`config.mk`:
```
export PLATFORM = sky130hd
export DESIGN_NAME = pgc_top
export DESIGN_NICKNAME = d
export VERILOG_FILES = /design/src/pgc_pkg.sv /design/src/pgc_top.sv
export VERILOG_INCLUDE_DIRS = /design/src
export SDC_FILE = /design/constraint.sdc
export NUM_CORES = 2
export LEC_CHECK = 0
export BUFFER_PORTS_ARGS = -buffer_cell sky130_fd_sc_hd__buf_2
export CORE_MARGIN = 4
export CORE_UTILIZATION = 55
export DETAILED_ROUTE_END_ITERATION = 16
export PLACE_DENSITY = 0.7
export RECOVER_POWER = 100
export SLEW_MARGIN = 10
export SYNTH_ARGS = -nofsm -noshare
export SYNTH_HDL_FRONTEND = slang
export SYNTH_SLANG_ARGS = --single-unit
```
`constraint.sdc`:
```
create_clock -name clk -period 5 [get_ports clk]
set_input_delay 0.75 -clock clk [delete_from_list [all_inputs] [get_ports clk]]
set_output_delay 0.75 -clock clk [all_outputs]
set_load 0.1 [all_outputs]
```
`src/pgc_cfg.svh`:
```
`ifndef PGC_CFG_SVH
`define PGC_CFG_SVH

// channel and generator counts
`define PGC_NCH 8
`define PGC_NGEN 4
`define PGC_NPAIR 4

// register byte offsets
`define PGC_OFS_CTRL 8'h00
`define PGC_OFS_PRESC 8'h04
`define PGC_OFS_CLKSEL 8'h08
`define PGC_OFS_DEAD 8'h0c
`define PGC_OFS_PIEN 8'h10
`define PGC_OFS_PIND 8'h14
`define PGC_OFS_CCR0L 8'h18
`define PGC_OFS_CCR0H 8'h1c
`define PGC_OFS_CCR1L 8'h20
`define PGC_OFS_CCR1H 8'h24

// arrays of eight words, selected by address bits 7:5
`define PGC_BLK_PER 3'h2
`define PGC_BLK_CMP 3'h3
`define PGC_BLK_RLAT 3'h4
`define PGC_BLK_FLAT 3'h5
`define PGC_BLK_CNT 3'h6

// generator_control_reg field positions
`define PGC_CTRL_RUN 0
`define PGC_CTRL_AUTO 8
`define PGC_CTRL_PAIR 16

// capture control fields, per 16-bit half
`define PGC_CCR_CAPEN 0
`define PGC_CCR_IE_R 1
`define PGC_CCR_IE_F 2
`define PGC_CCR_FLAG_R 6
`define PGC_CCR_FLAG_F 7
`define PGC_CCR_HALF 16

// largest divider select code (1/16)
`define PGC_DIV_MAX 3'h4

// reset value of the whole state
`define PGC_RST_STATE '0

`endif

```
`src/pgc_pkg.sv`:
```
`include "pgc_cfg.svh"

package pgc_pkg;

  // whole state of the block, registered in one place
  typedef struct packed {
    logic [31:0] ctrl;
    logic [`PGC_NGEN-1:0][7:0] presc;
    logic [`PGC_NCH-1:0][2:0] clksel;
    logic [`PGC_NPAIR-1:0][7:0] dead;
    logic [`PGC_NCH-1:0] pien;
    logic [`PGC_NCH-1:0] pind;
    logic [3:0][31:0] ccr;
    logic [`PGC_NCH-1:0][15:0] per_buf;
    logic [`PGC_NCH-1:0][15:0] cmp_buf;
    logic [`PGC_NCH-1:0][15:0] cnt;
    logic [`PGC_NCH-1:0][15:0] cmp;
    logic [`PGC_NCH-1:0][15:0] rlat;
    logic [`PGC_NCH-1:0][15:0] flat;
    logic [`PGC_NCH-1:0] done;
    logic [`PGC_NCH-1:0] raw;
    logic [`PGC_NGEN-1:0][7:0] pcnt;
    logic [`PGC_NGEN-1:0][3:0] dvc;
    logic [`PGC_NPAIR-1:0][7:0] dzc;
    logic [`PGC_NPAIR-1:0] dprev;
    logic [`PGC_NCH-1:0] pout;
    logic [`PGC_NCH-1:0] poe;
    logic [`PGC_NCH-1:0] s1;
    logic [`PGC_NCH-1:0] s2;
    logic [`PGC_NCH-1:0] s3;
    logic ack;
    logic [31:0] dat;
    logic irq;
  } pgc_state_t;

endpackage

```
`src/pgc_top.sv`:
```
`timescale 1ns/10ps
`include "pgc_cfg.svh"

module pgc_top (
  input wire logic clk, // 50 MHz system clock
  input wire logic reset_n, // asynchronous reset, active low
  input wire logic wb_cyc_i, // wishbone cycle
  input wire logic wb_stb_i, // wishbone strobe
  input wire logic wb_we_i, // wishbone write
  input wire logic [7:0] wb_adr_i, // byte address
  input wire logic [3:0] wb_sel_i, // byte lanes
  input wire logic [31:0] wb_dat_i, // write data
  output logic [31:0] wb_dat_o, // read data
  output logic wb_ack_o, // single-cycle acknowledge
  input wire logic [`PGC_NCH-1:0] pwm_in, // pin levels for capture
  output logic [`PGC_NCH-1:0] pwm_out, // waveform outputs
  output logic [`PGC_NCH-1:0] pwm_oe, // pin drive enables
  output logic irq // interrupt request
);

  // registered state and its next value; every flop of the block
  // lives in r, so reset and clocking are handled in exactly one place
  // and no output can escape the single register stage
  // limitation: the whole struct resets together, there is no
  // partial or soft reset of one generator
  pgc_pkg::pgc_state_t r;
  pgc_pkg::pgc_state_t n;

  // combinational helpers, all rebuilt every cycle
  // sh and dm are shared scratch for the divider select of each channel
  // chg is scratch for the pair loop; neither holds state
  // cap_irq is per channel so one source can be masked without the rest
  logic hit;
  logic wr;
  logic [31:0] wmask;
  logic [31:0] rdata;
  logic [2:0] blk;
  logic [2:0] ix;
  logic [`PGC_NGEN-1:0] tick_g;
  logic [`PGC_NCH-1:0] tick;
  logic [`PGC_NCH-1:0] rise;
  logic [`PGC_NCH-1:0] fall;
  logic [`PGC_NCH-1:0] cap_en;
  logic [`PGC_NCH-1:0] cap_irq;
  logic [2:0] sh;
  logic [3:0] dm;
  logic chg;

  // byte-lane merge of a write into an old word
  function automatic logic [31:0] merge(input logic [31:0] old,
                                        input logic [31:0] d,
                                        input logic [31:0] m);
    merge = (old & ~m) | (d & m);
  endfunction

  // ccr word holding channel c: two words per group, two channels a word
  function automatic logic [1:0] ccr_word(input int c);
    ccr_word = 2'((c / 4) * 2 + (c % 4) / 2);
  endfunction

  // bit base of channel c inside its ccr word
  function automatic logic [4:0] ccr_base(input int c);
    ccr_base = 5'((c % 2) * `PGC_CCR_HALF);
  endfunction

  // a request held after its ack is not taken twice: hit needs ack low
  // the read mux uses the full byte address for the single words and
  // the upper three bits for the eight-word arrays
  // read data is registered with the ack, so the mux may settle late
  // trade-off: one cycle of latency on every access for clean timing
  // bus decode and read mux
  always_comb
  begin
    hit = wb_cyc_i & wb_stb_i & ~r.ack;
    wr = hit & wb_we_i;
    wmask = {{8{wb_sel_i[3]}}, {8{wb_sel_i[2]}},
             {8{wb_sel_i[1]}}, {8{wb_sel_i[0]}}};
    blk = wb_adr_i[7:5];
    ix = wb_adr_i[4:2];
    rdata = 32'h0;
    case (wb_adr_i)
      `PGC_OFS_CTRL: rdata = r.ctrl;
      `PGC_OFS_PRESC: rdata = r.presc;
      `PGC_OFS_CLKSEL: rdata = {8'h00, r.clksel};
      `PGC_OFS_DEAD: rdata = r.dead;
      `PGC_OFS_PIEN: rdata = {24'h0, r.pien};
      `PGC_OFS_PIND: rdata = {24'h0, r.pind};
      `PGC_OFS_CCR0L: rdata = r.ccr[0];
      `PGC_OFS_CCR0H: rdata = r.ccr[1];
      `PGC_OFS_CCR1L: rdata = r.ccr[2];
      `PGC_OFS_CCR1H: rdata = r.ccr[3];
      default:
      begin
        // unmapped words read as zero
        case (blk)
          `PGC_BLK_PER: rdata = {16'h0, r.per_buf[ix]};
          `PGC_BLK_CMP: rdata = {16'h0, r.cmp_buf[ix]};
          `PGC_BLK_RLAT: rdata = {16'h0, r.rlat[ix]};
          `PGC_BLK_FLAT: rdata = {16'h0, r.flat[ix]};
          `PGC_BLK_CNT: rdata = {16'h0, r.cnt[ix]};
          default: rdata = 32'h0;
        endcase
      end
    endcase
  end

  // next-state logic for the whole block
  always_comb
  begin
    n = r;
    tick_g = '0;
    tick = '0;
    cap_en = '0;
    cap_irq = '0;
    sh = 3'h0;
    dm = 4'h0;
    chg = 1'b0;

    // bus answer: one ack per request, read data with it
    n.ack = hit;
    n.dat = (hit & ~wb_we_i) ? rdata : 32'h0;

    // hazard: a hardware set and a software clear in one cycle
    // the bus clear is applied first and the event later in this
    // process, so the event overrides and no interrupt is lost
    // a write of zero to a flag bit leaves it untouched
    // software writes; flag bits clear on one, bus first so sets win
    if (wr)
    begin
      case (wb_adr_i)
        `PGC_OFS_CTRL: n.ctrl = merge(r.ctrl, wb_dat_i, wmask);
        `PGC_OFS_PRESC: n.presc = merge(r.presc, wb_dat_i, wmask);
        `PGC_OFS_CLKSEL:
          n.clksel = 24'(merge({8'h00, r.clksel}, wb_dat_i, wmask));
        `PGC_OFS_DEAD: n.dead = merge(r.dead, wb_dat_i, wmask);
        `PGC_OFS_PIEN:
          n.pien = 8'(merge({24'h0, r.pien}, wb_dat_i, wmask));
        `PGC_OFS_PIND:
          n.pind = r.pind & ~(wb_dat_i[7:0] & wmask[7:0]);
        `PGC_OFS_CCR0L, `PGC_OFS_CCR0H, `PGC_OFS_CCR1L, `PGC_OFS_CCR1H:
        begin
          for (int h = 0; h < 2; h++)
          begin
            for (int b = 0; b < `PGC_CCR_HALF; b++)
            begin
              if (b == `PGC_CCR_FLAG_R || b == `PGC_CCR_FLAG_F)
              begin
                if (wb_dat_i[h*16+b] && wmask[h*16+b])
                  n.ccr[wb_adr_i[3:2] ^ 2'h2][h*16+b] = 1'b0;
              end
              else if (wmask[h*16+b])
                n.ccr[wb_adr_i[3:2] ^ 2'h2][h*16+b] = wb_dat_i[h*16+b];
            end
          end
        end
        default:
        begin
          // buffers only; active copies load while stopped, compare at zero, period at zero in auto mode or on a capture reload
          if (blk == `PGC_BLK_PER)
            n.per_buf[ix] = 16'(merge({16'h0, r.per_buf[ix]},
                                      wb_dat_i, wmask));
          else if (blk == `PGC_BLK_CMP)
            n.cmp_buf[ix] = 16'(merge({16'h0, r.cmp_buf[ix]},
                                      wb_dat_i, wmask));
        end
      endcase
    end

    // the divider counter runs free, so a new select takes effect at
    // once but the first tick after a change may come early
    // prescale zero gives a tick on every clock
    // both channels of a generator share prescaler and divider counter
    // prescaler divides by value plus one, then a free divider
    for (int g = 0; g < `PGC_NGEN; g++)
    begin
      tick_g[g] = (r.pcnt[g] == 8'h00);
      n.pcnt[g] = tick_g[g] ? r.presc[g] : r.pcnt[g] - 8'h01;
      if (tick_g[g])
        n.dvc[g] = r.dvc[g] + 4'h1;
    end

    // pins are asynchronous: two flops guard against metastability
    // and only the second flop feeds the edge flop and detectors
    // cost: an edge is seen three clocks after it reaches the pin
    // the chain resets low, matching a released idle pin
    // capture input edges from the synchronised pins
    n.s1 = pwm_in;
    n.s2 = r.s1;
    n.s3 = r.s2;
    rise = r.s2 & ~r.s3;
    fall = ~r.s2 & r.s3;

    // a stopped channel tracks its buffers, so starting it always
    // begins from the latest written period and compare values
    // a running channel loads compare at zero, and the period there with auto-reload; the period also on a
    // capture edge whose interrupt enable is set, even if it is half written
    // eight channel timers, two per generator
    for (int c = 0; c < `PGC_NCH; c++)
    begin
      // codes above 1/16 behave as 1/16
      sh = (r.clksel[c] > `PGC_DIV_MAX) ? `PGC_DIV_MAX : r.clksel[c];
      dm = ~(4'hf << sh);
      tick[c] = tick_g[c/2] & ((r.dvc[c/2] & dm) == 4'h0);
      cap_en[c] = r.ccr[ccr_word(c)][ccr_base(c) + `PGC_CCR_CAPEN];

      if (!r.ctrl[`PGC_CTRL_RUN + c])
      begin
        // stopped: active copies follow the buffers
        n.cnt[c] = r.per_buf[c];
        n.cmp[c] = r.cmp_buf[c];
        n.done[c] = 1'b0;
        n.raw[c] = 1'b0;
      end
      else if (tick[c] && !r.done[c])
      begin
        if (r.cnt[c] == 16'h0000)
        begin
          n.pind[c] = 1'b1;
          n.raw[c] = 1'b0;
          n.cmp[c] = r.cmp_buf[c];
          if (r.ctrl[`PGC_CTRL_AUTO + c])
            n.cnt[c] = r.per_buf[c];
          else
            n.done[c] = 1'b1;
        end
        else
        begin
          n.cnt[c] = r.cnt[c] - 16'h0001;
          if (r.cnt[c] == r.cmp[c])
            n.raw[c] = 1'b1;
        end
      end

      // capture takes priority over the timer for the counter reload,
      // since it comes later in this process
      // flags set on every edge; the enables gate only irq and reload
      // limitation: a second edge before service overwrites the latch
      // capture: latch live counter on edges, reload on interrupt
      if (cap_en[c])
      begin
        if (rise[c])
        begin
          n.rlat[c] = r.cnt[c];
          n.ccr[ccr_word(c)][ccr_base(c) + `PGC_CCR_FLAG_R] = 1'b1;
          if (r.ccr[ccr_word(c)][ccr_base(c) + `PGC_CCR_IE_R])
            n.cnt[c] = r.per_buf[c];
        end
        if (fall[c])
        begin
          n.flat[c] = r.cnt[c];
          n.ccr[ccr_word(c)][ccr_base(c) + `PGC_CCR_FLAG_F] = 1'b1;
          if (r.ccr[ccr_word(c)][ccr_base(c) + `PGC_CCR_IE_F])
            n.cnt[c] = r.per_buf[c];
        end
      end

      // capture interrupt only where its own enable is set
      cap_irq[c] =
        (n.ccr[ccr_word(c)][ccr_base(c) + `PGC_CCR_FLAG_R] &
         n.ccr[ccr_word(c)][ccr_base(c) + `PGC_CCR_IE_R]) |
        (n.ccr[ccr_word(c)][ccr_base(c) + `PGC_CCR_FLAG_F] &
         n.ccr[ccr_word(c)][ccr_base(c) + `PGC_CCR_IE_F]);

      // a capture channel releases its pin
      n.poe[c] = ~cap_en[c];
    end

    // the odd pin is built from the even raw level, never from its own
    // timer, so the two can not drift apart in paired mode
    // a change during a running dead time restarts it, which keeps
    // both pins low through short pulses rather than overlapping them
    // pairs: dead time counts in system clocks, any change restarts it
    for (int p = 0; p < `PGC_NPAIR; p++)
    begin
      chg = r.raw[2*p] != r.dprev[p];
      n.dprev[p] = r.raw[2*p];
      if (chg)
        n.dzc[p] = r.dead[p];
      else if (r.dzc[p] != 8'h00)
        n.dzc[p] = r.dzc[p] - 8'h01;
      if (r.ctrl[`PGC_CTRL_PAIR + p])
      begin
        // both low while the dead time runs, so never both high
        n.pout[2*p] = r.raw[2*p] & ~chg & (r.dzc[p] == 8'h00);
        n.pout[2*p+1] = ~r.raw[2*p] & ~chg &
                        (r.dzc[p] == 8'h00);
      end
      else
      begin
        n.pout[2*p] = r.raw[2*p];
        n.pout[2*p+1] = r.raw[2*p+1];
      end
    end
    // a pin in capture mode drives nothing
    n.pout = n.pout & ~cap_en;

    // one request line, gated per source
    n.irq = (|(n.pind & n.pien)) | (|cap_irq);
  end

  // asynchronous reset puts every field, outputs included, to zero
  // so pins are released and no request is raised while in reset
  // only constants are loaded in the reset branch
  // drive enables come up one clock after release
  // the one register of the block
  always_ff @(posedge clk or negedge reset_n)
  begin
    if (!reset_n)
      r <= `PGC_RST_STATE;
    else
      r <= n;
  end

  // no logic sits between the register and any output pin
  // so every output is glitch free and sees one clock of delay
  // read data is zero outside its ack cycle
  // pwm_out is zero on any channel in capture mode
  // outputs straight from flip-flops
  assign wb_dat_o = r.dat;
  assign wb_ack_o = r.ack;
  assign pwm_out = r.pout;
  assign pwm_oe = r.poe;
  assign irq = r.irq;

endmodule

```
Yosys cells after proc, flatten, opt, wreduce, memory -nomap -nowiden:

Cells that the tools add are included.

* shift-type cells: 8
* muxes and demuxes: 443
* add/sub/neg operators: 20
* equality and inequality tests: 58
* bitwise operators: 124
* order comparisons: 12
* reduce and logical (&&, ||, !) cells: 106

Operators by type and width (count)
* 128-bit 2-to-1 mux: 98
* 128-bit bitwise mux: 30
* 32-bit demux with 2-bit select: 32
* 16-bit 2-to-1 mux: 103
* 128-bit bitwise AND: 4
* 128-bit NOT: 4
* 400-bit 2-to-1 mux: 1
* 32-bit one-hot mux with 10 select lines: 1
* 256-bit 2-to-1 mux: 1
* 16-bit binary-select mux with 3-bit select: 5
* 32-bit bitwise AND: 4
* 16-bit equality test: 8
* 16-bit logical NOT: 8
* 16-bit by 1-bit subtractor with 16-bit output (second input constant): 8
* 8-bit 2-to-1 mux: 15
* 1-bit 2-to-1 mux: 105
* 32-bit bitwise OR: 3
* 16-bit one-hot mux with 5 select lines: 1
* 2-bit AND reduction: 37
* 8-bit logical NOT: 9
* 32-bit 2-to-1 mux: 2
* 8-bit by 1-bit subtractor with 8-bit output (second input constant): 8
* 8-bit bitwise AND: 7
* 16-bit demux with 3-bit select: 1
* other kinds (67): 276

* output and inout port bits: 50
* bits in registers: 1206
* input port bits: 57
* logic and storage cells: 883

Longest topological paths before layout:

* word-level depth: 139
* mapped depth: 12
* mapped depth without buffers: 9

Least setup slack after synthesis:

Ideal clock, no wire load.

* path kind: in2reg
* start: input port wb_adr_i[6]
* end: register r, in the netlist irq
* data required time: 4860 ps
* stages: 8
* arrival time: 3165 ps
* library setup time: 140 ps
* path slack: 1695 ps
* path buffers: 2
* cells stage by stage: buf_2 or4_1 buf_2 a2111oi_2 mux2_2 a2bb2o_1 nor4_1 nand4_1

RTL lines
* start, declared: line pgc_top.sv:10 `input wire logic [7:0] wb_adr_i,`
* end signal, assigned: line pgc_top.sv:309 `` r <= `PGC_RST_STATE; ``
* end signal, assigned: line pgc_top.sv:311 `r <= n;`
* end, declared: line pgc_top.sv:26 `pgc_pkg::pgc_state_t r;`

==> impl_results.md <==
- RSZ-0062 raised after global routing: false
- CTS max path bufs: 3
- Fin Setup TNS: 0 ps
- Synth cell types: 89
- Clk_lat worst skew: 760 ps
- Critical path cell sequence: buf_8 -> clkbuf_2 -> mux4_2 -> mux2i_1 -> a21oi_1 -> mux2_2
- Flop-to-flop setup slack: 600 ps
- Die Ht: 338.3 µm
- Clock sink count: 1206
- CTS Hold Buffers Added: 0
- CTS root buffer: clkbuf_16
- CP Launch Type: primary input
- CTS tree: done
- Max-Cap Viols: 17
- Cell count after synthesis: 5235
- CP endpoint kind: flip-flop
- Hold path cells: 1
- WL/cell: 32.41 µm
- Fillers: 8589
- Num CTS Buffers: 132
- Die area: 114400 µm²
- Synth warnings: 0
- Initial antenna violation count: 8
- Highest Clock Rate: 217.5 MHz
- Hold Vio Cnt, Final: 0
- Commonest cells after routing, fill and taps aside: dfrtp_1, mux2_2, nand2_1, o21ai_0, nor2_1
- Min-Delay Startpoint: pwm_in[7]
- Skew final: 26.61 ps
- Area growth from synthesis to layout: 10.10%
- Final Util: 61.35%
- Worst Setup Path Type: in2reg
- Avg Inst Size Synth: 11.46 µm²
- Worst Max-Slew Pin Slew: 3462 ps
- Critical path arrival: 5270 ps
- Worst Hold Path EP: n[49]
- RD Place Congestion: 1.033
- ANT nets after route: 0
- Die width: 338.3 µm
- Number of global-route vias before repair: 44170
- R2R Path End: r[658]
- Reg-to-Reg Start: r[150]
- Post-synthesis async set-or-reset flop share: 100.0%
- Residual DRC count: 0
- PD cells: 366.4 nW/µm²
- Fin crit period: 4598 ps
- Grt ovf: 0
- Final Max Slew Viols: 454
- DP HPWL: 159500 µm
- Crit path buffers/inverters: 2
- IO Pins: 107
- Main flop type after synthesis: dfrtp_1
- Initial Utilization: 55.72%
- Relative slew slack: -130.8%
- Layout net count: 5312
- Buffers on Ports: 106
- Failing checks: capacitance limit, slew limit
- Status: finished, violations left
- Core ar.: 107700 µm²
- FF-to-FF path depth: 11
- Register bit total from synthesis: 1206
- Largest net degree at the start of global routing: 151
- Post-CTS resize count: 0
- CP Launch Point: wb_adr_i[3]
- Post-Syn Nets: 5323
- Final cycle utilization of the critical path: 91.95%
- Total Wirelength: 218200 µm
- Critical path's largest stage delay: 1470 ps
- Setup violators final: 0
- Tightest Hold Check Type: in2reg
- Layout cells sized above 1: 24.70%
- Critical-path top delay cell: clkbuf_2
- Top cell family by delay on the critical path: buffers and inverters
- Clock-pin transition on the worst setup and hold timing paths: 60 ps
- First-pass GRT wire length: 314500 µm
- Drt first pass iters: 6
- Via count: 45960
- Max VDD drop: 0.3004 mV
- Row count: 120
- GRT Util Overall: 37.68%
- DR vias/cell: 6.827
- Worst EP required: 5670 ps
- Setup Fix Bufs, Post-CTS: 0
- DRT iter0 DRCs: 6054
- Commonest non-fill, non-tap cell in the layout: dfrtp_1
- CP max FO: 58
- Post-synth EDFFs: 0
- Lkg Pwr: 30.63 nW
- Mapped cell area: 59990 µm²
- Post-synthesis sequential area ratio: 50.31%
- H-Tree Depth: 4
[Yosys cell counts (15+ instances only)]
library cell,n,share of area [%]
dfrtp_1,1206,50
mux2_2,731,14
nand2_1,636,4.0
o21ai_0,281,2.3
clkbuf_1,278,1.7
nor2_1,239,1.5
a21oi_1,219,1.8
mux4_2,191,7.2
xnor2_1,156,2.3
inv_1,124,0.78
nor3_1,98,0.82
mux2i_1,85,1.4
o22ai_1,81,0.84
nand3_1,54,0.45
nand4_1,54,0.56
a21o_1,50,0.63
buf_4,50,0.63
nor4_1,49,0.51
a211oi_1,43,0.54
buf_1,36,0.23
a22oi_1,34,0.43
a31oi_1,33,0.34
buf_2,33,0.28
or3_1,33,0.34
ha_1,31,0.65
nand2b_1,28,0.29
a221oi_1,23,0.34
a222oi_1,22,0.37
nand3b_1,21,0.26
o21a_1,21,0.26
or4_1,21,0.26
a22o_1,20,0.29
and3_1,17,0.18
or2_2,17,0.18
nor2b_1,15,0.16
o211ai_1,15,0.19
o31ai_1,15,0.19
[worst register-to-register path, stage by stage, from the launching register on]
cell      delay, ps
dfrtp_1         390
inv_1            60
ha_1            170
or4b_1          550
nor4_1          580
buf_4           300
and3_1          160
clkbuf_1        730
o21ai_0         730
a21oi_1         310
o22ai_1         120
o21ai_0         220
[per-layer routing]
| metal | track usage [%] | wire (µm) |
|---|---|---|
| met4 | 23.20 | 16800 |
| met2 | 53.13 | 90810 |
| met5 | 0 | 18 |
| met3 | 13.74 | 29080 |
| met1 | 49.71 | 81530 |
[worst max-delay path by stage]
| stage | endpoint | depth (start not counted) |
|---|---|---|
| floorplan | irq | 8 |
| global placement | irq | 9 |
| detailed placement | irq | 9 |
| CTS | r[660] | 10 |
| global route | r[168] | 9 |
| finish | flip-flop | 6 |
[stage by stage]
stage | instance area, µm² | hold WS (ps) | worst slack, ps | std cells | power (W)
floorplan | 59990 | 331.2 | 1695 | 5235 | 0.01290
global placement | 61990 | 334.5 | 872.1 | 6493 | 0.01406
detailed placement | 61990 | 334.7 | 809.1 | 6493 | 0.01416
CTS | 66510 | 29.32 | 1198 | 6730 | 0.02422
global route | 66040 | 79.24 | 441.0 | 6730 | 0.02501
finish | 66040 | 97.93 | 402.4 | 6733 | 0.02420
[final cells by class]
cell class,instances,area [µm²],area share (%)
Clock inverter,55,676.9,1.025
Inverter,124,465.4,0.7047
Tap cell,1403,1755,2.658
Timing Repair Buffer,254,1550,2.347
Clock buffer,182,3842,5.818
Antenna cell,3,7.507,0.01137
Sequential cell,1206,30180,45.69
Multi-Input combinational cell,3506,27570,41.74
[power breakdown]
group | total [W] | internal, W | switching, W | leakage (nW)
logic | 0.00310 | 0.00114 | 0.00196 | 11.9
registers | 0.0109 | 0.0103 | 0.000667 | 16.5
clock network | 0.0101 | 0.00590 | 0.00424 | 2.23
[cells by family (layout without fill, tap and decap cells)]
logic type               Yosys count  after routing  share of synthesized area, %
multiplexers                    1017           1017                         22.56
other                              0              3                             0
flip-flops                      1206           1206                         50.31
AND/OR/NAND/NOR                 1344           1344                         10.46
buffers and inverters            523            615                         3.679
adder cells (fa/ha/maj)           31             31                        0.6466
XOR/XNOR                         166            166                         2.424
AO/OA/AOI/OAI                    948            948                         9.916
(Power assumes the default switching activity.)
